--- config.mk ---
export PLATFORM = sky130hd
export DESIGN_NAME = pscp_port
export DESIGN_NICKNAME = d
export VERILOG_FILES = /design/src/pscp_pkg.sv /design/src/pscp_port.sv /design/src/pscp_sync.sv
export SDC_FILE = /design/constraint.sdc
export NUM_CORES = 1
export LEC_CHECK = 0
export BUFFER_PORTS_ARGS = -buffer_cell sky130_fd_sc_hd__buf_2
export CAP_MARGIN = 0
export CELL_PAD_IN_SITES_DETAIL_PLACEMENT = 1
export CELL_PAD_IN_SITES_GLOBAL_PLACEMENT = 1
export CORE_ASPECT_RATIO = 1.4
export CORE_UTILIZATION = 35
export CTS_BUF_LIST = sky130_fd_sc_hd__clkbuf_4
export DETAILED_ROUTE_END_ITERATION = 6
export HOLD_SLACK_MARGIN = 0.06
export PLACE_DENSITY = 0.65
export SYNTH_ARGS = -nofsm -noshare
export SYNTH_HDL_FRONTEND = slang
export SYNTH_SLANG_ARGS = --single-unit
--- constraint.sdc ---
create_clock -name i_mclk -period 4.18 [get_ports i_mclk]
set_input_delay 0.627 -clock i_mclk [delete_from_list [all_inputs] [get_ports i_mclk]]
set_output_delay 0.627 -clock i_mclk [all_outputs]
set_load 0.03 [all_outputs]
--- src/pscp_pkg.sv ---
// constants and types of the passive serial configuration port
// assumes a 250 MHz core clock; pins are synchronised in the top module
package pscp_pkg;
  localparam int unsigned CLK_PERIOD_NS   = 4;
  localparam int unsigned RESTART_TMO_NS  = 230000;
  localparam int unsigned INIT_MIN_NS     = 300000;
  localparam int unsigned POR_DELAY_NS    = 50000000;
  // longest time rounds down, least time rounds up
  localparam int unsigned RESTART_CYC     = RESTART_TMO_NS / CLK_PERIOD_NS;
  localparam int unsigned INIT_CYC        =
    (INIT_MIN_NS + CLK_PERIOD_NS - 1) / CLK_PERIOD_NS;
  localparam int unsigned POR_CYC         =
    (POR_DELAY_NS + CLK_PERIOD_NS - 1) / CLK_PERIOD_NS;
  localparam int unsigned STREAM_BITS     = 32'h0001_0000;
  localparam int unsigned SYNC_W          = 7;
  localparam logic [1:0]  DONE_FALLS      = 2'h2;
  localparam logic [2:0]  BYTE_LAST_BIT   = 3'h7;
  localparam int unsigned CNT_W           = 32;
  localparam logic [31:0] CNT_ONE         = 32'h0000_0001;

  // pin positions inside the synchroniser vector
  localparam int unsigned PIN_REQ_N       = 0;
  localparam int unsigned PIN_CCLK        = 1;
  localparam int unsigned PIN_DATA        = 2;
  localparam int unsigned PIN_STATUS      = 3;
  localparam int unsigned PIN_DONE        = 4;
  localparam int unsigned PIN_AUTO        = 5;
  localparam int unsigned PIN_DUAL        = 6;

  typedef enum logic [2:0] {
    PSCP_POR,
    PSCP_RESET,
    PSCP_HOLD,
    PSCP_LOAD,
    PSCP_ERROR,
    PSCP_DONE_WAIT,
    PSCP_INIT,
    PSCP_USER
  } pscp_state_t;
endpackage

--- src/pscp_port.sv ---
// passive serial configuration port, device end
// assumes open-drain status, load-complete and init-complete lines with
// external pull-ups; config_clock comes from the host and is oversampled
`timescale 1ns/1ps
module pscp_port #(
  parameter logic [31:0] POR_CYCLES     = pscp_pkg::POR_CYC,
  parameter logic [31:0] RESTART_CYCLES = pscp_pkg::RESTART_CYC,
  parameter logic [31:0] INIT_CYCLES    = pscp_pkg::INIT_CYC,
  parameter logic [31:0] STREAM_LEN     = pscp_pkg::STREAM_BITS
) (
  input  wire logic       i_mclk,
  input  wire logic       i_arst_n,
  input  wire logic       i_cfg_request_n,
  input  wire logic       i_config_clock,
  input  wire logic       i_data_in,
  input  wire logic       i_status_in,
  input  wire logic       i_done_in,
  input  wire logic       i_auto_restart,
  input  wire logic       i_dual_purpose,
  input  wire logic       i_cfg_error,
  input  wire logic       i_user_data_out,
  output logic            o_status_out,
  output logic            o_status_oe,
  output logic            o_done_out,
  output logic            o_done_oe,
  output logic            o_init_out,
  output logic            o_init_oe,
  output logic            o_data_out,
  output logic            o_data_oe,
  output logic [7:0]      o_cfg_byte,
  output logic            o_cfg_byte_valid,
  output logic            o_weak_pullup_en,
  output logic            o_user_mode
);
  logic                         rst_meta;
  logic                         rst_n;
  logic [pscp_pkg::SYNC_W-1:0]  pins;
  logic                         cclk_prev;
  logic                         cclk_rise;
  logic                         cclk_fall;
  logic                         req_n;
  logic                         status_hi;
  logic                         done_hi;

  pscp_pkg::pscp_state_t        state;
  pscp_pkg::pscp_state_t        next_state;
  logic [pscp_pkg::CNT_W-1:0]   timer;
  logic [pscp_pkg::CNT_W-1:0]   next_timer;
  logic [pscp_pkg::CNT_W-1:0]   bits;
  logic [pscp_pkg::CNT_W-1:0]   next_bits;
  logic [7:0]                   shreg;
  logic [7:0]                   next_shreg;
  logic [2:0]                   bit_pos;
  logic [2:0]                   next_bit_pos;
  logic [1:0]                   falls;
  logic [1:0]                   next_falls;
  logic [7:0]                   next_cfg_byte;
  logic                         next_cfg_byte_valid;
  logic                         next_status_oe;
  logic                         next_done_oe;
  logic                         next_init_oe;
  logic                         next_data_oe;
  logic                         next_user_mode;

  // reset release through two flops, assertion stays asynchronous
  always_ff @(posedge i_mclk or negedge i_arst_n)
  begin
    if (!i_arst_n)
    begin
      rst_meta <= 1'b0;
      rst_n    <= 1'b0;
    end
    else
    begin
      rst_meta <= 1'b1;
      rst_n    <= rst_meta;
    end
  end

  pscp_sync #(
    .W (pscp_pkg::SYNC_W)
  ) u_sync (
    .i_clk   (i_mclk),
    .i_rst_n (rst_n),
    .i_async ({i_dual_purpose, i_auto_restart, i_done_in, i_status_in,
               i_data_in, i_config_clock, i_cfg_request_n}),
    .o_sync  (pins)
  );

  assign req_n     = pins[pscp_pkg::PIN_REQ_N];
  assign status_hi = pins[pscp_pkg::PIN_STATUS];
  assign done_hi   = pins[pscp_pkg::PIN_DONE];
  // edges found on the synchronised copy; data shares its latency
  assign cclk_rise = pins[pscp_pkg::PIN_CCLK] & ~cclk_prev;
  assign cclk_fall = ~pins[pscp_pkg::PIN_CCLK] & cclk_prev;

  function automatic logic [pscp_pkg::CNT_W-1:0] inc(
    input logic [pscp_pkg::CNT_W-1:0] v
  );
    inc = v + pscp_pkg::CNT_ONE;
  endfunction

  always_comb
  begin
    next_state          = state;
    next_timer          = timer;
    next_bits           = bits;
    next_shreg          = shreg;
    next_bit_pos        = bit_pos;
    next_falls          = falls;
    next_cfg_byte       = o_cfg_byte;
    next_cfg_byte_valid = 1'b0;
    case (state)
      pscp_pkg::PSCP_POR:
      begin
        next_timer = inc(timer);
        if (inc(timer) >= POR_CYCLES)
        begin
          next_timer = '0;
          next_state = req_n ? pscp_pkg::PSCP_HOLD
                             : pscp_pkg::PSCP_RESET;
        end
      end
      pscp_pkg::PSCP_RESET:
      begin
        if (req_n)
          next_state = pscp_pkg::PSCP_HOLD;
      end
      pscp_pkg::PSCP_HOLD:
      begin
        next_bits    = '0;
        next_bit_pos = '0;
        next_falls   = '0;
        // another device may still hold the shared line low
        if (status_hi)
          next_state = pscp_pkg::PSCP_LOAD;
      end
      pscp_pkg::PSCP_LOAD:
      begin
        if (i_cfg_error)
        begin
          next_timer = '0;
          next_state = pscp_pkg::PSCP_ERROR;
        end
        else if (!status_hi)
          next_state = pscp_pkg::PSCP_HOLD;
        else if (cclk_rise)
        begin
          // lsb arrives first, so shift toward bit 0
          next_shreg   = {pins[pscp_pkg::PIN_DATA], shreg[7:1]};
          next_bits    = inc(bits);
          next_bit_pos = bit_pos + 3'h1;
          if (bit_pos == pscp_pkg::BYTE_LAST_BIT)
          begin
            next_cfg_byte       = {pins[pscp_pkg::PIN_DATA], shreg[7:1]};
            next_cfg_byte_valid = 1'b1;
          end
          if (inc(bits) >= STREAM_LEN)
            next_state = pscp_pkg::PSCP_DONE_WAIT;
        end
      end
      pscp_pkg::PSCP_ERROR:
      begin
        // without auto restart only the request pin gets out of here
        if (pins[pscp_pkg::PIN_AUTO])
        begin
          next_timer = inc(timer);
          if (inc(timer) >= RESTART_CYCLES)
          begin
            next_timer = '0;
            next_state = pscp_pkg::PSCP_HOLD;
          end
        end
      end
      pscp_pkg::PSCP_DONE_WAIT:
      begin
        if (!status_hi)
          next_state = pscp_pkg::PSCP_HOLD;
        else if (done_hi && cclk_fall)
        begin
          next_falls = falls + 2'h1;
          if (falls + 2'h1 == pscp_pkg::DONE_FALLS)
          begin
            next_timer = '0;
            next_state = pscp_pkg::PSCP_INIT;
          end
        end
      end
      pscp_pkg::PSCP_INIT:
      begin
        next_timer = inc(timer);
        if (inc(timer) >= INIT_CYCLES)
          next_state = pscp_pkg::PSCP_USER;
      end
      pscp_pkg::PSCP_USER:
      begin
        next_state = pscp_pkg::PSCP_USER;
      end
      default:
      begin
        next_state = pscp_pkg::PSCP_POR;
      end
    endcase
    // a low request restarts from anywhere once power-on reset is over
    if (!req_n && state != pscp_pkg::PSCP_POR)
    begin
      next_state = pscp_pkg::PSCP_RESET;
      next_timer = '0;
    end
  end

  always_comb
  begin
    next_status_oe = (next_state == pscp_pkg::PSCP_POR) ||
                     (next_state == pscp_pkg::PSCP_RESET) ||
                     (next_state == pscp_pkg::PSCP_ERROR);
    next_done_oe   = (next_state != pscp_pkg::PSCP_DONE_WAIT) &&
                     (next_state != pscp_pkg::PSCP_INIT) &&
                     (next_state != pscp_pkg::PSCP_USER);
    next_user_mode = (next_state == pscp_pkg::PSCP_USER);
    next_init_oe   = !next_user_mode;
    next_data_oe   = next_user_mode && pins[pscp_pkg::PIN_DUAL];
  end

  always_ff @(posedge i_mclk or negedge rst_n)
  begin
    if (!rst_n)
    begin
      state            <= pscp_pkg::PSCP_POR;
      timer            <= '0;
      bits             <= '0;
      shreg            <= '0;
      bit_pos          <= '0;
      falls            <= '0;
      cclk_prev        <= 1'b0;
      o_cfg_byte       <= '0;
      o_cfg_byte_valid <= 1'b0;
      o_status_oe      <= 1'b1;
      o_done_oe        <= 1'b1;
      o_init_oe        <= 1'b1;
      o_data_oe        <= 1'b0;
      o_data_out       <= 1'b0;
      o_user_mode      <= 1'b0;
      o_weak_pullup_en <= 1'b1;
    end
    else
    begin
      state            <= next_state;
      timer            <= next_timer;
      bits             <= next_bits;
      shreg            <= next_shreg;
      bit_pos          <= next_bit_pos;
      falls            <= next_falls;
      cclk_prev        <= pins[pscp_pkg::PIN_CCLK];
      o_cfg_byte       <= next_cfg_byte;
      o_cfg_byte_valid <= next_cfg_byte_valid;
      o_status_oe      <= next_status_oe;
      o_done_oe        <= next_done_oe;
      o_init_oe        <= next_init_oe;
      o_data_oe        <= next_data_oe;
      o_data_out       <= i_user_data_out;
      o_user_mode      <= next_user_mode;
      o_weak_pullup_en <= !next_user_mode;
    end
  end

  // open-drain lines only ever pull low
  assign o_status_out = 1'b0;
  assign o_done_out   = 1'b0;
  assign o_init_out   = 1'b0;
endmodule

--- src/pscp_sync.sv ---
// two-stage synchroniser for a vector of unrelated pin levels
// assumes each bit is a slow level; no bus coherence across bits
`timescale 1ns/1ps
module pscp_sync #(
  parameter int unsigned W = 1
) (
  input  wire logic         i_clk,
  input  wire logic         i_rst_n,
  input  wire logic [W-1:0] i_async,
  output logic      [W-1:0] o_sync
);
  logic [W-1:0] meta;

  always_ff @(posedge i_clk or negedge i_rst_n)
  begin
    if (!i_rst_n)
    begin
      meta   <= '0;
      o_sync <= '0;
    end
    else
    begin
      meta   <= i_async;
      o_sync <= meta;
    end
  end
endmodule

==> flow_metrics.tcl <==
set metrics [dict create \
    reg2reg_slack_ns 0.49 \
    synthAdderAreaFrac_pct 0.9446 \
    hold_viol_final 0 \
    clk_latency_ns 0.51 \
    dpl.hpwl_mm 13.73 \
    wl_mm 18.77 \
    p_sw_w 0.0009860 \
    synth_top_family_by_area "simple AND/OR/NAND/NOR gates" \
    cts_tree "yes" \
    initial_utilization_pct 35.74 \
    drc 0 \
    synth_area_leader_cell "dfrtp_1" \
    status "completed" \
    dieHeight_um 164.8 \
    die_area_mm2 0.01948 \
    fmax_mhz 271.2 \
    cts_resized 0 \
    dr.pass1.iters 4 \
    synthMuxAreaShare_pct 2.777 \
    fin_tns_setup_ns 0 \
    dr.first_iter.drc_count 347 \
    yosys_warnings 0 \
    cap_viol_max_count 0 \
    ys_ff_latch 111 \
    endpoint_kind "register" \
    h-tree-depth 3 \
    max_slew_margin_pct 26.14 \
    final-setup-viol-count 0 \
    synth-main-ff-cell "dfrtp_1" \
    clkTransAtPathRegs_ns 0.22 \
    floorplan.io_pins 30 \
    setup_ws_ns 0.4933 \
    grt_pass1_wl_mm 30.99 \
    synthSimpleGateAreaFrac_pct 25.86 \
    crit_fanout 8 \
    start_kind "register" \
    grt_pass1_vias 6078 \
    synth_top_area_share_pct 40.81 \
    synth-xor-area-share_pct 4.364 \
    grt.total_usage_pct 19.97 \
    power_density_mw_per_mm2 356.6 \
    fillers 2254 \
    arrival_ns 4.13 \
    p_int_w 0.001563 \
    syn_to_final_growth_pct 7.916 \
    ys_seq_area_share_pct 42.00 \
    clock_power_share_pct 25.4 \
    yosysMostFrequentCell "dfrtp_1" \
    power_frac_comb_pct 25.4 \
    clockBufferDepth 2 \
    synthArstFlopShare_pct 100.0 \
    p_leak_nw 2.994 \
    synth_cell_types 69 \
    worst_pin_slew_ns 1.105 \
    p_sw_share_pct 38.69 \
    grt_setup_unrepaired "false" \
    crit_type "register to register" \
    post-cts-setup-buffers 0 \
    fin_nets 777 \
    drive_gt1_share_pct 13.19 \
    p_seq_share_pct 49.3 \
    ys_top_cells_by_count "108 x dfrtp_1, 80 x nand2_1, 71 x o21ai_0" \
    netlist_instances 760 \
    num_rows 59 \
    via_count 5856 \
    period_minus_slack_ns 3.687 \
    pre_cts_ws_ns 0.5081 \
    synth_edf_count 0 \
    cts_sinks 111 \
    antenna_left 0 \
    cts_made_buffers 9 \
    vias_per_cell 5.787 \
    synth_compound_area_share_pct 19.21 \
    io_buffers 26 \
    worstPathRequired_ns 4.62 \
    die_w_um 118.3 \
    slew_viol_final 0 \
    wire_per_inst_um 18.55 \
    cts-root-buf "clkbuf_4" \
    skew_ns 0.02595 \
    hp-class "input port to register" \
    syn_avg_cell_area_um2 8.714 \
    ir_worst_vdd_mv 0.2025 \
    gp_congestion 0.9050 \
    fin_crit_sh_pct 88.20 \
    synth_area_mm2 0.006623 \
    yosys-top-cells-area "dfrtp_1 41%, o21ai_0 5.4%, nand2_1 4.5%, a21oi_1 3.6%, nor2_1 2.9%" \
    core_mm2 0.01853 \
    antenna_found_initial 1 \
    grt_remaining_overflow 0 \
    grt_max_degree 48 \
]
-- through the flow --
step                hold WS, ns  std cells  cell area [µm²]  util, %  total power, W
detailed placement       0.3358        993             6954    37.53        0.001930
finish                   0.1954       1012             7147    38.57        0.002549
global route             0.1475       1012             7147    38.57        0.002706
CTS                      0.1661       1010             7142    38.54        0.002590
floorplan                0.3312        762             6630        -        0.001709
global placement         0.3326        993             6954    37.53        0.001904
-- critical path: stages, from the launching register on --
cell and delay, ns:
dfrtp_1 0.44, ha_1 0.22, and2_0 0.30, nand4_2 0.26, nor4b_2 0.59, mux2_2 0.41
o21a_1 0.17, nor4_1 0.40, nor3_1 0.14, o311a_1 0.35, and2_1 0.18, and3_1 0.17
-- flip-flops by register name (all words and copies together) (netlist names) --
register / count
u_sync.o_sync: 7
o_data_oe: 1
o_cfg_byte: 8
o_cfg_byte_valid: 1
rst_meta: 1
u_sync.meta: 7
bit_pos: 3
o_done_oe: 1
shreg: 7
o_data_out: 1
o_status_oe: 1
cclk_prev: 1
state: 3
o_user_mode: 1
rst_n: 1
timer: 32
bits: 32
falls: 2
o_weak_pullup_en: 1
-- power by group through the flow --
stage / registers [W] / clock network, W / logic (W)
4_1_cts: 0.00126 / 0.000677 / 0.000657
2_1_floorplan: 0.00124 / 0 / 0.000468
5_1_grt: 0.00127 / 0.000712 / 0.000721
3_5_place_dp: 0.00128 / 0 / 0.000655
6_report: 0.00126 / 0.000646 / 0.000647
3_3_place_gp: 0.00127 / 0 / 0.000634
-- final cells by class --
cell class | count | area [µm²] | area share (%)
Clock buffer | 9 | 67.56 | 0.9454
Sequential cell | 111 | 2785 | 38.97
Timing Repair Buffer | 46 | 295.3 | 4.132
Antenna cell | 2 | 5.005 | 0.07003
Inverter | 10 | 37.54 | 0.5252
Clock inverter | 7 | 110.1 | 1.541
Multi-Input combinational cell | 583 | 3541 | 49.54
Tap cell | 244 | 305.3 | 4.272
-- cell usage in the layout (no fill, tap or decap), types with 9 or more instances in the layout --
cell | synthesis | final
a211oi_1 | 9 | 9
a21oi_1 | 47 | 47
a31oi_1 | 14 | 14
and2_1 | 14 | 14
and3_1 | 23 | 23
buf_2 | 14 | 26
buf_4 | 8 | 18
clkbuf_4 | 0 | 9
dfrtp_1 | 108 | 107
inv_1 | 10 | 10
mux2_2 | 11 | 11
nand2_1 | 80 | 80
nand3_1 | 37 | 37
nand4_1 | 22 | 22
nor2_1 | 52 | 52
nor3_1 | 18 | 17
nor4_1 | 12 | 12
o21ai_0 | 71 | 71
o31ai_1 | 12 | 12
xnor2_1 | 20 | 20
xor2_1 | 13 | 13
-- cell families (layout without fill, tap and decap cells) --
logic type,count (synthesis),after routing
compound gates,204,204
mux,17,17
flops,111,111
other cells,2,6
buf+inv,68,72
simple gates,320,320
fa+ha+maj,5,5
xor+xnor,33,33
-- final timing paths --
check,from,endpoint,cells after the start
worst max-delay path,bits[0]$_DFFE_PN0P_,o_data_oe$_DFF_PN0_,11
worst min-delay path,i_config_clock,u_sync.meta[1]$_DFF_PN0_,1
worst max register to register,bits[0]$_DFFE_PN0P_,o_data_oe$_DFF_PN0_,11
worst min register to register,rst_n$_DFF_PN0_,bits[22]$_DFFE_PN0P_,0
max in group asynchronous,rst_n$_DFF_PN0_,timer[22]$_DFFE_PN0P_,1
min in group asynchronous,rst_n$_DFF_PN0_,bits[22]$_DFFE_PN0P_,0
-- metal layers --
metal | wire length (µm) | vias up | global-route usage, %
met5 | 0 | - | 0
met4 | 607 | 0 | 9.033
met3 | 381 | 42 | 2.383
met2 | 10190 | 87 | 38.40
met1 | 7592 | 2950 | 21.81
li1 | - | 2777 | -
-- what timing repair did --
item                                    CTS  global route
hold buffers                              1             0
endpoints found under the setup margin    0             0
endpoints found under the hold margin     2             0
Note: power is estimated with default switching activity, not from simulation.
